`src/hdl/ptc_defs.vh`:
```
`ifndef PTC_DEFS_VH
`define PTC_DEFS_VH
// ==========================================================
// register indices (byte address is four times the index)
`define PTC_IDX_CTRL0 4'h0
`define PTC_IDX_CTRL1 4'h1
`define PTC_IDX_CTRL2 4'h2
`define PTC_IDX_CNT_LO 4'h3
`define PTC_IDX_CNT_HI 4'h4
`define PTC_IDX_CMPA_LO 4'h5
`define PTC_IDX_CMPA_HI 4'h6
`define PTC_IDX_CAPB_LO 4'h7
`define PTC_IDX_CAPB_HI 4'h8
`define PTC_IDX_PER_LO 4'h9
`define PTC_IDX_PER_HI 4'hA
`define PTC_IDX_STATUS 4'hB
// ==========================================================
// control register 0 fields
`define PTC_C0_PAUSE 7
`define PTC_C0_CKSEL_HI 6
`define PTC_C0_CKSEL_LO 4
`define PTC_C0_RUN 3
// control register 1 fields
`define PTC_C1_MODE_HI 7
`define PTC_C1_MODE_LO 6
`define PTC_C1_EDGE_HI 5
`define PTC_C1_EDGE_LO 4
`define PTC_C1_CAPSRC 1
`define PTC_C1_CLRSEL 0
// control register 2 fields
`define PTC_C2_CCLR_HI 2
`define PTC_C2_CCLR_LO 1
`define PTC_C2_LATCH_EDGE 0
// status register fields (write one to clear)
`define PTC_ST_MATCH_A 0
`define PTC_ST_MATCH_P 1
// ==========================================================
// reset values and masks
`define PTC_RST_BYTE 8'h00
`define PTC_C0_WMASK 8'hF8
`define PTC_C2_WMASK 8'h06
// ==========================================================
// clock select codes
`define PTC_CK_SYS_DIV4 3'h0
`define PTC_CK_SYS 3'h1
`define PTC_CK_HI_DIV16 3'h2
`define PTC_CK_HI_DIV64 3'h3
`define PTC_CK_SUB0 3'h4
`define PTC_CK_SUB1 3'h5
`define PTC_CK_EXT_RISE 3'h6
`define PTC_CK_EXT_FALL 3'h7
// mode codes
`define PTC_MODE_CAPTURE 2'h1
`define PTC_MODE_RESERVED 2'h2
// divider ratios
`define PTC_DIV_SYS 4
`define PTC_DIV_HI_A 16
`define PTC_DIV_HI_B 64
`endif

```
`src/hdl/ptc_timer.v`:
```
`timescale 1ns/1ps
`include "ptc_defs.vh"

module ptc_timer #(
  parameter CNT_W = 16
) (
  // clock, enable and reset
  input wire pclk,
  input wire presetn,
  input wire clk_en,
  // apb slave
  input wire psel,
  input wire penable,
  input wire pwrite,
  input wire [11:0] paddr,
  input wire [31:0] pwdata,
  output reg [31:0] prdata,
  output reg pready,
  output reg pslverr,
  // other internal count clocks, one-cycle ticks from pclk logic
  input wire hi_clk_tick,
  input wire sub_clk_tick,
  // capture and clock inputs from outside the domain
  input wire external_clock_pin,
  input wire gate_driver_capture_input,
  input wire filter_data_out,
  input wire filter_input_select,
  // event outputs
  output reg timer_irq,
  output reg match_a_flag,
  output reg match_p_flag
);

  // ==========================================================
  // registers
  // all state below sits behind clk_en: a low enable freezes it whole,
  // including the prescalers, the synchronisers and the bus answer
  reg [7:0] ctrl0; // pause, clock select, run enable
  reg [7:0] ctrl1; // mode, edges, source, clear select
  reg [1:0] capture_clear_field; // capture clear condition
  reg latch_edge_flag; // last latching edge was rising
  reg [CNT_W-1:0] count; // main counter
  reg [CNT_W-1:0] compare_a_value; // compare A / capture A
  reg [CNT_W-1:0] capture_b_value; // capture B
  reg [CNT_W-1:0] period_value; // compare P
  reg run_d; // run enable seen last cycle
  reg [1:0] sys_div; // system clock divide by 4
  reg [5:0] hi_div; // high clock prescaler
  reg [2:0] ext_sync; // external clock synchroniser
  reg [2:0] cap_sync; // capture input synchroniser
  reg ext_prev; // agreed external clock level
  reg cap_prev; // agreed capture level

  // ==========================================================
  // decoded fields
  // field positions come from the shared definitions header
  wire run_enable = ctrl0[`PTC_C0_RUN];
  wire pause_bit = ctrl0[`PTC_C0_PAUSE];
  wire [2:0] clock_select = ctrl0[`PTC_C0_CKSEL_HI:`PTC_C0_CKSEL_LO];
  wire [1:0] mode_field = ctrl1[`PTC_C1_MODE_HI:`PTC_C1_MODE_LO];
  wire [1:0] capture_edge_field = ctrl1[`PTC_C1_EDGE_HI:`PTC_C1_EDGE_LO];
  wire capture_source_select = ctrl1[`PTC_C1_CAPSRC];
  wire clear_select = ctrl1[`PTC_C1_CLRSEL];
  // mode 10 is reserved: neither timer nor capture, so the counter
  // still steps but no clear, capture or flag is ever produced
  wire capture_mode = (mode_field == `PTC_MODE_CAPTURE);
  wire timer_mode = (mode_field != `PTC_MODE_CAPTURE) &&
                    (mode_field != `PTC_MODE_RESERVED);

  // ==========================================================
  // apb decode
  // a transfer is taken once, on the access cycle before pready rises;
  // writes land on that edge and reads are registered on it as well
  // only the low byte of the write data is used
  wire [3:0] reg_idx = paddr[5:2];
  // anything outside the twelve byte registers is refused with an error
  wire in_map = (paddr[11:6] == 6'h00) && (paddr[1:0] == 2'h0) &&
                (reg_idx <= `PTC_IDX_STATUS);
  wire access = psel && penable && !pready;
  wire wr_en = access && pwrite && in_map && clk_en;
  wire [7:0] wbyte = pwdata[7:0];

  // one byte read view of a register index
  // reserved and unimplemented bits read back as zero, except bits 3 and 2 of
  // control register 1, which read back as written; the counter is read a byte
  // at a time, so software must allow for a carry between the two reads
  function [7:0] read_byte;
    input [3:0] idx;
    begin
      case (idx)
        `PTC_IDX_CTRL0: read_byte = ctrl0 & `PTC_C0_WMASK;
        `PTC_IDX_CTRL1: read_byte = ctrl1;
        `PTC_IDX_CTRL2: read_byte = {5'h00, capture_clear_field, latch_edge_flag};
        `PTC_IDX_CNT_LO: read_byte = count[7:0];
        `PTC_IDX_CNT_HI: read_byte = count[15:8];
        `PTC_IDX_CMPA_LO: read_byte = compare_a_value[7:0];
        `PTC_IDX_CMPA_HI: read_byte = compare_a_value[15:8];
        `PTC_IDX_CAPB_LO: read_byte = capture_b_value[7:0];
        `PTC_IDX_CAPB_HI: read_byte = capture_b_value[15:8];
        `PTC_IDX_PER_LO: read_byte = period_value[7:0];
        `PTC_IDX_PER_HI: read_byte = period_value[15:8];
        `PTC_IDX_STATUS: read_byte = {6'h00, match_p_flag, match_a_flag};
        default: read_byte = 8'h00;
      endcase
    end
  endfunction

  // ==========================================================
  // synchronisers: third and second stage must agree
  // the first stage may go metastable; only the second stage reads it,
  // and a level counts once the second and third stages hold one value
  always @(posedge pclk or negedge presetn) begin
    if (!presetn) begin
      ext_sync <= 3'h0;
      cap_sync <= 3'h0;
    end else if (clk_en) begin
      ext_sync <= {ext_sync[1:0], external_clock_pin};
      cap_sync <= {cap_sync[1:0], (filter_input_select ? filter_data_out :
                                   external_clock_pin)};
    end
  end

  // capture source chooses gate driver or pin/filter path
  wire cap_raw = capture_source_select ? cap_sync[2] : 1'b0;
  // the gate driver level gets its own chain so that a change of the
  // capture source need not wait for a shared chain to refill
  reg [2:0] gd_sync; // gate driver synchroniser
  always @(posedge pclk or negedge presetn) begin
    if (!presetn) begin
      gd_sync <= 3'h0;
    end else if (clk_en) begin
      gd_sync <= {gd_sync[1:0], gate_driver_capture_input};
    end
  end
  wire ext_agree = (ext_sync[2] == ext_sync[1]);
  // a pulse shorter than about two clocks may never be agreed on and
  // is then lost without a capture
  wire cap_agree = capture_source_select ? (cap_sync[2] == cap_sync[1]) :
                   (gd_sync[2] == gd_sync[1]);
  wire cap_level = capture_source_select ? cap_raw : gd_sync[2];

  // edge detect on the agreed levels
  // an edge is flagged for one cycle, when the agreed level first differs
  wire ext_rise = ext_agree && ext_sync[2] && !ext_prev;
  wire ext_fall = ext_agree && !ext_sync[2] && ext_prev;
  wire cap_rise = cap_agree && cap_level && !cap_prev;
  wire cap_fall = cap_agree && !cap_level && cap_prev;

  // the agreed level is remembered only while both stages agree, so a
  // level that flickers between samples never makes a second edge
  always @(posedge pclk or negedge presetn) begin
    if (!presetn) begin
      ext_prev <= 1'b0;
      cap_prev <= 1'b0;
    end else if (clk_en) begin
      if (ext_agree) begin
        ext_prev <= ext_sync[2];
      end
      if (cap_agree) begin
        cap_prev <= cap_level;
      end
    end
  end

  // ==========================================================
  // prescalers run only while run is enabled
  // their phase is not reset when run rises, so the first divided tick
  // after a start may come early by up to one divider period
  always @(posedge pclk or negedge presetn) begin
    if (!presetn) begin
      sys_div <= 2'h0;
      hi_div <= 6'h00;
    end else if (clk_en) begin
      if (run_enable) begin
        sys_div <= sys_div + 2'h1;
        if (hi_clk_tick) begin
          hi_div <= hi_div + 6'h01;
        end
      end
    end
  end

  // count tick selection
  // ticks are single pclk cycles, never a second clock
  // sub clock codes 100 and 101 are the same source; the external pin
  // must not also be picked as capture input while it clocks the count
  reg tick;
  always @* begin
    case (clock_select)
      `PTC_CK_SYS_DIV4: tick = (sys_div == 2'h3);
      `PTC_CK_SYS: tick = 1'b1;
      `PTC_CK_HI_DIV16: tick = hi_clk_tick && (hi_div[3:0] == 4'hF);
      `PTC_CK_HI_DIV64: tick = hi_clk_tick && (hi_div == 6'h3F);
      `PTC_CK_SUB0: tick = sub_clk_tick;
      `PTC_CK_SUB1: tick = sub_clk_tick;
      `PTC_CK_EXT_RISE: tick = ext_rise;
      `PTC_CK_EXT_FALL: tick = ext_fall;
      default: tick = 1'b0;
    endcase
  end

  // ==========================================================
  // comparators and clear conditions
  // a comparator only acts on a counting tick, so a match that sits
  // while paused or stopped is not seen again on every clock
  wire active = run_enable && !pause_bit;
  wire step = active && tick;
  wire a_match = (count == compare_a_value);
  wire p_match = (count == period_value);
  wire at_max = (count == {CNT_W{1'b1}});
  wire p_zero = (period_value == {CNT_W{1'b0}});
  // P match with zero period means overflow clear only
  wire p_clear = step && (p_zero ? at_max : p_match);
  // a zero compare A never clears; the counter then wraps at its top
  wire a_clear = step && a_match && (compare_a_value != {CNT_W{1'b0}});
  wire tm_clear = timer_mode && (clear_select ? a_clear : p_clear);
  wire tm_a_flag = timer_mode && (clear_select ? a_clear :
                   (step && a_match && compare_a_value != {CNT_W{1'b0}}));
  wire tm_p_flag = timer_mode && !clear_select && p_clear;
  wire ovf_a_zero = timer_mode && clear_select && (compare_a_value == {CNT_W{1'b0}})
                    && step && at_max;

  // capture events, clear field selects routing
  // edge field 11 disables captures but leaves the counter running
  wire cap_en = capture_mode && run_enable;
  wire cap_to_a = cap_en && ((capture_clear_field == 2'h0) ?
                  ((capture_edge_field == 2'h0 && cap_rise) ||
                   (capture_edge_field == 2'h1 && cap_fall) ||
                   (capture_edge_field == 2'h2 && (cap_rise || cap_fall))) :
                  ((capture_edge_field == 2'h1 || capture_edge_field == 2'h2) &&
                   cap_fall));
  wire cap_to_b = cap_en && (capture_clear_field != 2'h0) &&
                  (capture_edge_field == 2'h0 || capture_edge_field == 2'h2) &&
                  cap_rise;
  wire edge_clear = cap_en && ((capture_clear_field[0] && cap_rise) ||
                    (capture_clear_field[1] && cap_fall));
  // capture mode ignores the clear select bit; only P and edges clear
  wire cp_clear = capture_mode && p_clear;

  // ==========================================================
  // counter
  // priority: a start clears first, then an automatic clear, then a step;
  // a clear on a tick replaces that step rather than following it,
  // so a period of P counts P plus one ticks
  always @(posedge pclk or negedge presetn) begin
    if (!presetn) begin
      count <= {CNT_W{1'b0}};
      run_d <= 1'b0;
    end else if (clk_en) begin
      run_d <= run_enable;
      if (run_enable && !run_d) begin
        count <= {CNT_W{1'b0}};
      end else if (tm_clear || cp_clear || edge_clear) begin
        count <= {CNT_W{1'b0}};
      end else if (step) begin
        count <= count + {{(CNT_W-1){1'b0}}, 1'b1};
      end
    end
  end

  // ==========================================================
  // register writes, captures and flags
  // later assignments in this process win, which gives hardware events
  // priority over a software write or clear in the same cycle
  always @(posedge pclk or negedge presetn) begin
    if (!presetn) begin
      ctrl0 <= `PTC_RST_BYTE;
      ctrl1 <= `PTC_RST_BYTE;
      capture_clear_field <= 2'h0;
      latch_edge_flag <= 1'b0;
      compare_a_value <= {CNT_W{1'b0}};
      capture_b_value <= {CNT_W{1'b0}};
      period_value <= {CNT_W{1'b0}};
      match_a_flag <= 1'b0;
      match_p_flag <= 1'b0;
      timer_irq <= 1'b0;
    end else if (clk_en) begin
      // software writes
      if (wr_en) begin
        case (reg_idx)
          `PTC_IDX_CTRL0: ctrl0 <= wbyte & `PTC_C0_WMASK;
          `PTC_IDX_CTRL1: ctrl1 <= wbyte;
          `PTC_IDX_CTRL2: capture_clear_field <= wbyte[2:1];
          `PTC_IDX_CMPA_LO: compare_a_value[7:0] <= wbyte;
          `PTC_IDX_CMPA_HI: compare_a_value[15:8] <= wbyte;
          `PTC_IDX_CAPB_LO: capture_b_value[7:0] <= wbyte;
          `PTC_IDX_CAPB_HI: capture_b_value[15:8] <= wbyte;
          `PTC_IDX_PER_LO: period_value[7:0] <= wbyte;
          `PTC_IDX_PER_HI: period_value[15:8] <= wbyte;
          // status bits clear on writing one; zero bits leave them alone
          `PTC_IDX_STATUS: begin
            if (wbyte[`PTC_ST_MATCH_A]) begin
              match_a_flag <= 1'b0;
            end
            if (wbyte[`PTC_ST_MATCH_P]) begin
              match_p_flag <= 1'b0;
            end
          end
          default: ;
        endcase
      end
      // hardware captures win over a software write
      if (cap_to_a) begin
        compare_a_value <= count;
        latch_edge_flag <= cap_rise;
      end
      if (cap_to_b) begin
        capture_b_value <= count;
        latch_edge_flag <= 1'b1;
      end
      // flags set over a same-cycle clear
      if (tm_a_flag || cap_to_a || cap_to_b) begin
        match_a_flag <= 1'b1;
      end
      if (tm_p_flag || cp_clear) begin
        match_p_flag <= 1'b1;
      end
      // one-cycle request on compare clears and captures; a capture edge clear alone does not request
      // a wrap with compare A at zero still requests, though it sets
      // no A flag
      timer_irq <= tm_clear || cp_clear || cap_to_a || cap_to_b ||
                   ovf_a_zero;
    end
  end

  // ==========================================================
  // apb answer: ready one cycle into the access phase
  // every access takes one wait state; error stands for the single cycle
  // that pready is high while read data holds until the next access, and
  // read data is zero for writes and refused addresses
  always @(posedge pclk or negedge presetn) begin
    if (!presetn) begin
      prdata <= 32'h00000000;
      pready <= 1'b0;
      pslverr <= 1'b0;
    end else if (clk_en) begin
      if (access) begin
        pready <= 1'b1;
        pslverr <= !in_map;
        prdata <= (!pwrite && in_map) ? {24'h000000, read_byte(reg_idx)} :
                  32'h00000000;
      end else begin
        pready <= 1'b0;
        pslverr <= 1'b0;
      end
    end
  end

endmodule

```
`config.mk`:
```
export PLATFORM = sky130hd
export DESIGN_NAME = ptc_timer
export DESIGN_NICKNAME = d
export VERILOG_FILES = /design/src/hdl/ptc_timer.v
export VERILOG_INCLUDE_DIRS = /design/src /design/src/hdl
export SDC_FILE = /design/constraint.sdc
export NUM_CORES = 1
export LEC_CHECK = 0
export BUFFER_PORTS_ARGS = -buffer_cell sky130_fd_sc_hd__buf_4
export CAP_MARGIN = 15
export CORE_MARGIN = 5
export CORE_UTILIZATION = 63
export CTS_BUF_LIST = sky130_fd_sc_hd__clkbuf_16
export DETAILED_ROUTE_END_ITERATION = 10
export PLACE_DENSITY = 0.92
export SLEW_MARGIN = 20
export SYNTH_ARGS = -nofsm -noshare
export SYNTH_HDL_FRONTEND = slang
export SYNTH_SLANG_ARGS = --single-unit
export TNS_END_PERCENT = 1
```
`constraint.sdc`:
```
create_clock -name pclk -period 7.93 [get_ports pclk]
set_clock_uncertainty 0.2 [all_clocks]
set_input_delay 0.793 -clock pclk [delete_from_list [all_inputs] [get_ports pclk]]
set_output_delay 0.793 -clock pclk [all_outputs]
set_load 0.05 [all_outputs]
```
Word-level counts from Yosys, hierarchy flattened
Cells that the tools add are included.
Widths: inputs -> output; s select.
{"block": "totals", "out_inout_bits": 37, "inputBits": 56, "regBits": 137, "word_cells": 206}
{"block": "classes", "n_reduce_logical": 113, "muxes": 32, "eq_ne": 32, "n_lt_le_gt_ge": 1, "n_addsub": 3}
{"cell": "$mux 16", "count": 7}
{"cell": "$pmux 8 s12", "count": 1}
{"cell": "$logic_and 1x1->1", "count": 46}
{"cell": "$mux 8", "count": 5}
{"cell": "$eq 16x16->1", "count": 2}
{"cell": "$logic_not 16->1", "count": 2}
{"cell": "$reduce_and 3->1", "count": 10}
{"cell": "$reduce_bool 2->1", "count": 14}
{"cell": "$eq 4x4->1 const B", "count": 5}
{"cell": "$mux 1", "count": 18}
{"cell": "$add 16x1->16 const B", "count": 1}
{"cell": "$eq 16x16->1 const B", "count": 1}
{"cell": "$eq 4x3->1 const B", "count": 4}
{"cell": "$reduce_bool 16->1", "count": 1}
{"cell": "$logic_or 1x1->1", "count": 14}
{"cell": "$eq 3x3->1 const B", "count": 4}
{"cell": "$reduce_and 2->1", "count": 6}
{"cell": "$logic_not 1->1", "count": 10}
{"cell": "$eq 4x2->1 const B", "count": 2}
{"cell": "$reduce_and 4->1", "count": 2}
{"cell": "$pmux 1 s7", "count": 1}
{"cell": "$add 6x1->6 const B", "count": 1}
{"cell": "$eq 3x2->1 const B", "count": 2}
{"cell": "$eq 6x6->1 const B", "count": 1}
{"cell": "other kinds (15)", "count": 21}

Depth between registers and ports, before layout
Gate-level depths: netlist of run 1.
{"block": "logic_depth", "ltp_word": 13, "depth_mapped": 11}

Worst setup path after synthesis of run 1
Ideal clock, no wire load.
{"block": "synth_timing", "path_type": "in2reg", "startpoint": "input port paddr[6]", "endpoint": "register capture_b_value[14]", "arrival_ps": 2347, "cell_stages": 9, "required_time_ps": 7653, "setup_slack_ps": 5306, "cell_sequence": "nor4_1 nand3_1 nor3_1 clkbuf_1 a21oi_1 nor2_1 buf_2 nor2_1 a21oi_1"}
{"block": "synth_via", "elab_chain_len": 7}
{"item": "from (decl)", "line": "ptc_timer.v:15", "text": "input wire [11:0] paddr,"}
{"item": "$logic_not 6->1", "line": "ptc_timer.v:77", "text": "wire in_map = (paddr[11:6] == 6'h00) && (paddr[1:0] == 2'h0) &&"}
{"item": "$logic_and 1x1->1 (2 in series)", "line": "ptc_timer.v:77"}
{"item": "$logic_and 1x1->1 (2 in series)", "line": "ptc_timer.v:80", "text": "wire wr_en = access && pwrite && in_map && clk_en;"}
{"item": "$reduce_bool 2->1 (no line)"}
{"item": "$reduce_and 3->1 (no line)"}
{"item": "to (signal assigned)", "line": "ptc_timer.v:272", "text": "capture_b_value <= {CNT_W{1'b0}};"}
{"item": "to (signal assigned)", "line": "ptc_timer.v:287", "text": "`PTC_IDX_CAPB_HI: capture_b_value[15:8] <= wbyte;"}
{"item": "to (signal assigned)", "line": "ptc_timer.v:308", "text": "capture_b_value <= count;"}
{"item": "to (decl)", "line": "ptc_timer.v:44", "text": "reg [CNT_W-1:0] capture_b_value;"}
No other way between the ends.
A chain may end at the register's enable or synchronous reset.

Worst setup path after layout of run 1
{"block": "layout_timing", "startpoint": "input port clk_en", "endpoint": "register capture_b_value[8]"}
{"block": "layout_via", "elab_chain_len": 3}
{"item": "from (decl)", "line": "ptc_timer.v:10", "text": "input wire clk_en,"}
{"item": "$logic_and 1x1->1", "line": "ptc_timer.v:80"}
{"item": "$reduce_bool 2->1 (no line)"}
{"item": "$reduce_and 3->1 (no line) (*)"}
Every way passes the cells marked *; elsewhere a longest branch is shown, timed or not.

==> results of run 1 <==
cell families after synthesis:
kind of cell	count (synthesis)
multiplexers	85
other	1
adder cells (fa/ha/maj)	9
flip-flops	113
XOR/XNOR	40
AND/OR/NAND/NOR	211
AO/OA/AOI/OAI	147
buffers and inverters	81
placed cells by master (no fill, tap or decap), types with 21 or more instances in the layout:
cell	n
sky130_fd_sc_hd__dfrtp_1	113
sky130_fd_sc_hd__conb_1	24
sky130_fd_sc_hd__o21ai_0	31
sky130_fd_sc_hd__nor2b_1	21
sky130_fd_sc_hd__nand2_1	30
sky130_fd_sc_hd__nor2_1	48
sky130_fd_sc_hd__mux2_2	74
sky130_fd_sc_hd__buf_4	48
sky130_fd_sc_hd__nand3_1	22
sky130_fd_sc_hd__a21oi_1	50
sky130_fd_sc_hd__xnor2_1	29
worst max path at each step:
stage | to | slack (ns)
2_1_floorplan | capture_b_value[14] | 5.31
3_3_place_gp | capture_b_value[13] | 3.88
3_5_place_dp | capture_b_value[9] | 3.77
4_1_cts | capture_b_value[8] | 4.21
5_1_grt | capture_b_value[8] | 3.81
6_report | capture_b_value[8] | 4.04
synthesized netlist by cell type (16+ instances only):
master	number
sky130_fd_sc_hd__o21ai_0	31
sky130_fd_sc_hd__clkbuf_1	17
sky130_fd_sc_hd__nand4_1	19
sky130_fd_sc_hd__nand3_1	22
sky130_fd_sc_hd__nand2_1	30
sky130_fd_sc_hd__mux2_2	74
sky130_fd_sc_hd__a21oi_1	50
sky130_fd_sc_hd__xnor2_1	29
sky130_fd_sc_hd__nor2b_1	21
sky130_fd_sc_hd__a22o_1	16
sky130_fd_sc_hd__nor2_1	48
sky130_fd_sc_hd__buf_2	23
sky130_fd_sc_hd__nor3_1	16
sky130_fd_sc_hd__dfrtp_1	113
sky130_fd_sc_hd__buf_4	25
state kept, by name, summed over array words and instances, names as in the netlist, 5 cells and up:
signal and count:
compare_a_value 16, capture_b_value 16, period_value 16, hi_div 6
ctrl0 5, prdata 8, count 16, ctrl1 8
through the flow:
| stage | instances | utilization [%] | hold WS [ns] |
|---|---|---|---|
| finish | 861 | 71.8 | 0.199 |
| global route | 861 | 71.8 | 0.244 |
| CTS | 861 | 71.7 | 0.214 |
| detailed placement | 830 | 65.9 | 0.268 |
| global placement | 830 | 65.9 | 0.263 |
| floorplan | 710 | - | 0.246 |
final cells by class:
type	count	area [um2]
clock buffers	17	425
multi-input cells	516	3640
fillers	792	3020
well taps	140	175
flip-flops and latches	113	2830
inverters	13	48.8
clock inverters	14	196
repair buffers	48	360
per-layer routing:
layer	global-route usage, %	part of all wire [%]	vias to the layer above
met1	45.5	40	2887
met3	9.44	10	83
met4	14.9	3.6	0
met5	0	0	-
li1	-	-	2506
met2	52.2	47	366
power groups by stage:
stage,combinational [mW],sequential (mW),clock [mW]
finish,0.125,0.602,0.814
global route,0.135,0.603,0.848
CTS,0.125,0.601,0.816
detailed placement,0.124,0.610,0
global placement,0.119,0.608,0
floorplan,0.0830,0.611,0
==> impl_summary.txt, run 1 <==
----------------------------------------------------
[Run status]
  Outcome ... complete, no violations

[Critical path]
  Element type at the critical path end ... flip-flop
  Critical register-to-register path startpoint ... pready
  Cell-by-cell listing of the critical path ... buf_4 -> nand4_1 -> nor3_2 -> a21oi_1 -> nor2_1 -> nor2_1 -> a21oi_1
  Worst path bufs/invs ... 1
  Critical path depth in cells ... 7
  Arrival time worst endpoint ... 4.04 ns
  Slowest cell on the critical path ... sky130_fd_sc_hd__nor3_2
  Data required time at the worst endpoint ... 8.07 ns
  Crit. Startpoint ... clk_en
  Register-to-register setup slack ... 4.41 ns
  Cell class contributing the biggest share of worst-path delay ... simple AND/OR/NAND/NOR gates
  Capture point of the worst reg-to-reg path ... capture_b_value[8]
  Path type of the worst setup path ... primary input to flip-flop
  Peak fanout along the critical path ... 38
  Number of cells on the worst reg-to-reg path ... 7
  Delay of the slowest cell on the worst path ... 0.99 ns
  Setup crit start kind ... primary input

[Timing]
  Final max-slew violation count ... 0
  Worst path setup slack after routing ... 4.04 ns
  Maximum frequency from static timing analysis ... 257 MHz
  Min Clock Period, post-route ... 3.89 ns
  Final hold violation count ... 0
  Tcrit/Tclk final ... 49.1%
  Unrepaired setup endpoints after global routing ... no
  Total negative setup slack ... 0 ns
  Final setup vio count ... 0
  Worst-Margin Slew ... 1.10 ns
  Worst slew margin ... 26.2%

[CTS]
  Number of H-tree levels ... 4
  Buffer count from post-CTS setup fixing ... 0
  TritonCTS clock tree ... done
  Clk_lat worst skew ... 0.43 ns
  Number of buffers created by CTS ... 17
  CTS sink cnt ... 113
  Clock tree root driver cell ... sky130_fd_sc_hd__clkbuf_16
  Clock-pin slew of the registers on the worst-case setup and hold paths ... 0.06 ns
  Resize count post-CTS ... 0
  Clock Tree Buf Depth ... 2
  Cts hold-fix bufs ... 0

[Pwr]
  Pwr Total ... 1.54 mW
  Relative contribution of the clock network to total power ... 52.8%
  Internal ... 1.17 mW
  Fraction of power consumed by sequential logic ... 39.0%
  PD cells ... 201 nW/um2
  Proportion of power drawn by combinational gates ... 8.1%
  Switch share ... 23.9%
  Leakage power figure ... 3.45 nW
  Worst VDD drop ... 0.204 mV
  Net switching power of the design ... 0.368 mW

[GRT]
  Vias in the first global route ... 5,731
  Antenna violations before repair ... 0
  Wire length of the first global-routing pass ... 32,700 um
  Total global-route track usage ... 34.1%
  Total overflow reported by the global router ... 0
  Largest net degree at the start of global routing ... 65

[Yosys]
  Portion of synthesized cell area occupied by the leading cell type ... 41.5%
  Unique cell type count in the Yosys netlist ... 65
  Synth Flop Type ... sky130_fd_sc_hd__dfrtp_1
  EDFF count, synth ... 0
  Number of synthesized register bits ... 113
  Fraction of synthesized area in multiplexers ... 14.0%
  Yosys warnings ... 0
  Post-Synth Simple-Gate Area ... 16.8%
  Dominant combinational cell family by area after synthesis ... simple AND/OR/NAND/NOR gates
  Sequential share of the synthesized area ... 41.5%
  Fraction of the mapped netlist area in compound gates ... 14.4%
  Post-synthesis adder-cell area fraction ... 1.65%
  Cell taking the most area after synthesis ... sky130_fd_sc_hd__dfrtp_1
  FFs w/ async S/R, synth ... 100%
  Synth area leaders ... sky130_fd_sc_hd__dfrtp_1 (42%), sky130_fd_sc_hd__mux2_2 (12%), sky130_fd_sc_hd__xnor2_1 (3.7%)
  Cell area after synthesis ... 6810 um2
  Synth Area per Inst ... 9.91 um2
  Share of the synthesized netlist area taken by xor and xnor gates ... 5.15%
  Number of standard cells after synthesis ... 687

[Die]
  Die Width ... 114 um
  Initial standard-cell utilization of the core ... 63.6%
  Vertical die dimension ... 114 um
  I/O Pins ... 93
  Core area ... 10,700 um2
  Floorplan row count ... 38
  DIE AREA ... 13,000 um2

[Placement]
  Hpwl dp ... 15,100 um
  Cell Area, Placed ... 7050 um2
  Minimum setup slack after placement ... 3.77 ns
  Final GP Congestion ... 1.05
  Buffers on Ports ... 44

[Finish]
  Non-Filler Cell Area, Final ... 7680 um2
  Layout cells sized above 1 ... 22.7%
  Post-synthesis to final-layout area growth ... 12.8%
  Total number of nets in the final design ... 774
  Number of inserted diodes ... 0

[Drt]
  Length of the first detailed-routing pass in iterations ... 5
  Number of nets with antenna violations after detailed routing ... 0
  Vias per cell ... 6.79
  Drt total wl ... 21,400 um
  DR WL/cell ... 24.9 um
  Number of DRC markers in iteration 0 ... 693
  Via count ... 5,842
  Final routed DRC violation total ... 0

[Min path]
  Worst hold-check path type ... primary input to async pin

[Flow run]
  # Max-Cap Violations ... 0

----------------------------------------------------
Note: power is estimated with default switching activity, not from simulation.
==> inputs of run 2 (changes only) <==
Settings changed: CORE_UTILIZATION 63 to 58, PLACE_DENSITY 0.92 to 0.86.
Clock period 7.93 ns to 3.65 ns, I/O delays scaled along.
==> run 2 against run 1 <==
  * Sequential power rose by 120%
  * Cell count grew 2.3%
  * Sequential cell count stayed put
  * Register-to-register slack got worse by 3.7 ns
  * Total power is 100% higher
  * Sequential share of layout area shrank 0.26 points
  * Clock-buffer cell count stayed put
  * Worst hold slack got worse by 0.19 ns
  * Setup slack got worse by 3.4 ns
  * Via count increased by 0.63%
  * Non-clock buffer count grew 17
  * Routed wire length fell by 0.93%
  * Largest power group unchanged
  * Highest routed layer unchanged
==> impl_summary.txt, run 2 (same netlist as run 1, synthesis figures left out) <==
----------------------------------------------------
[Drt]
  Via count ... 5,879
  Number of DRC markers in iteration 0 ... 714
  Vias per cell ... 6.67
  DR WL/cell ... 24.1 um
  Number of nets with antenna violations after detailed routing ... 0
  Final routed DRC violation total ... 0
  Length of the first detailed-routing pass in iterations ... 6
  Drt total wl ... 21,200 um

[GRT]
  Wire length of the first global-routing pass ... 33,100 um
  Most congested layer reported by global routing ... met2
  Total global-route track usage ... 30.5%
  Antenna violations before repair ... 0
  Met1 layer usage reported by global route ... 41.2%
  Vias in the first global route ... 5,726
  Met3 layer usage reported by global route ... 7.69%
  Fraction of met2 tracks used by global routing ... 46.3%
  Total overflow reported by the global router ... 0
  Largest net degree at the start of global routing ... 48

[Pwr]
  Switch share ... 25.4%
  Net switching power of the design ... 0.797 mW
  Pwr Total ... 3.14 mW
  Fraction of power consumed by sequential logic ... 41.6%
  PD cells ... 406 nW/um2
  Internal ... 2.34 mW
  Relative contribution of the clock network to total power ... 49.7%
  Proportion of power drawn by combinational gates ... 8.7%
  Worst VDD drop ... 0.441 mV
  Leakage power figure ... 3.49 nW

[Critical path]
  Data required time at the worst endpoint ... 3.75 ns
  Crit. Startpoint ... count[0]
  Element type at the critical path end ... flip-flop
  Critical register-to-register path startpoint ... count[0]
  Register-to-register setup slack ... 0.67 ns
  Arrival time worst endpoint ... 3.09 ns
  Setup crit start kind ... flip-flop
  Path type of the worst setup path ... flip-flop to flip-flop
  Peak fanout along the critical path ... 18

[CTS]
  CTS sink cnt ... 113
  Resize count post-CTS ... 0
  Cts hold-fix bufs ... 2
  Number of H-tree levels ... 4
  Number of buffers created by CTS ... 17
  Clk_lat worst skew ... 0.43 ns
  Clock Tree Buf Depth ... 2
  Buffer count from post-CTS setup fixing ... 0
  Clock-pin slew of the registers on the worst-case setup and hold paths ... 0.05 ns
  Clock tree root driver cell ... sky130_fd_sc_hd__clkbuf_16
  TritonCTS clock tree ... done

[Placement]
  Cell Area, Placed ... 7160 um2
  Final GP Congestion ... 1.08
  Buffers on Ports ... 44
  Minimum setup slack after placement ... 0.742 ns
  Cells after DPL ... 848
  Hpwl dp ... 15,200 um

[Die]
  Floorplan row count ... 39
  DIE AREA ... 14,000 um2
  Die Width ... 118 um
  I/O Pins ... 93
  Initial standard-cell utilization of the core ... 59.4%
  Vertical die dimension ... 118 um
  Core area ... 11,500 um2

[Timing]
  Final setup vio count ... 0
  Worst slew margin ... 27.6%
  Final hold violation count ... 0
  Tcrit/Tclk final ... 81.7%
  Worst-Margin Slew ... 1.08 ns
  Final max-slew violation count ... 0
  Worst path setup slack after routing ... 0.667 ns
  Maximum frequency from static timing analysis ... 335 MHz
  Total negative setup slack ... 0 ns
  Unrepaired setup endpoints after global routing ... no
  Hold_ws ... 0.0121 ns
  Min Clock Period, post-route ... 2.98 ns

[Finish]
  Number of inserted diodes ... 0
  Post-synthesis to final-layout area growth ... 13.5%
  Non-Filler Cell Area, Final ... 7730 um2
  Final standard cell utilization of the core ... 67.4%
  Count of non-filler cells in the finished layout ... 881
  Most frequent cells in the layout ... sky130_fd_sc_hd__dfrtp_1 (113), sky130_fd_sc_hd__mux2_2 (74), sky130_fd_sc_hd__buf_4 (63)
  Fill cell count ... 892
  Layout cells sized above 1 ... 23.7%
  Total number of nets in the final design ... 791
  Most common cell after layout, fill and taps aside ... sky130_fd_sc_hd__dfrtp_1

[Flow run]
  # Max-Cap Violations ... 0

[Min path]
  Worst hold-check path type ... primary input to flip-flop
  Worst hold start ... external_clock_pin

[Run status]
  Outcome ... complete, no violations

----------------------------------------------------
[run 2: cell count changes in the layout (fill, tap and decap cells not counted)]
cell	delta
sky130_fd_sc_hd__bufinv_16	-3
sky130_fd_sc_hd__dlygate4sd3_1	+2
sky130_fd_sc_hd__nor3_2	-2
sky130_fd_sc_hd__nor3_1	+2
sky130_fd_sc_hd__buf_4	+15
sky130_fd_sc_hd__clkinv_2	-1
sky130_fd_sc_hd__clkinvlp_4	+2
sky130_fd_sc_hd__inv_1	-1
sky130_fd_sc_hd__clkinv_1	+3
[run 2: path summary, 6_finish.rpt]
path,end,cells past startpoint
max,count[15],8
min,ext_sync[0],2
max reg2reg,count[15],8
min reg2reg,hi_div[5],1
max in group asynchronous,pslverr,3
min in group asynchronous,period_value[7],2
[run 2: critical path: stages, from the launching register on]
cell,delay [ns]
sky130_fd_sc_hd__dfrtp_1,0.65
sky130_fd_sc_hd__ha_1,0.28
sky130_fd_sc_hd__nand4_1,0.28
sky130_fd_sc_hd__nor4_1,0.42
sky130_fd_sc_hd__o21ba_1,0.16
sky130_fd_sc_hd__o211a_1,0.16
sky130_fd_sc_hd__a211o_4,0.21
sky130_fd_sc_hd__nor2_1,0.16
sky130_fd_sc_hd__a221o_1,0.35
[run 2: layer usage]
layer / up-vias / wire length, um
met1: 2841 / 8140
met4: 0 / 877
li1: 2534 / -
met5: - / 0
met2: 438 / 9690
met3: 66 / 2510
[run 2: final cells by class]
type                            instances  area [um2]  area share [%]
Timing Repair Buffer                   65         493            6.38
Multi-Input combinational cell        516        3630            47.0
Tap cell                              143         179            2.31
Inverter                               13        48.8           0.631
Clock inverter                         14         124            1.60
Sequential cell                       113        2830            36.6
Clock buffer                           17         425            5.50
[run 2: power by group through the flow]
stage                     Sequential, mW  Clock (mW)  Combinational [mW]
final                               1.31        1.56               0.273
after global routing                1.31        1.63               0.295
after detailed placement            1.32           0               0.268
after floorplan                     1.33           0               0.180
after CTS                           1.31        1.57               0.271
after global placement              1.32           0               0.260
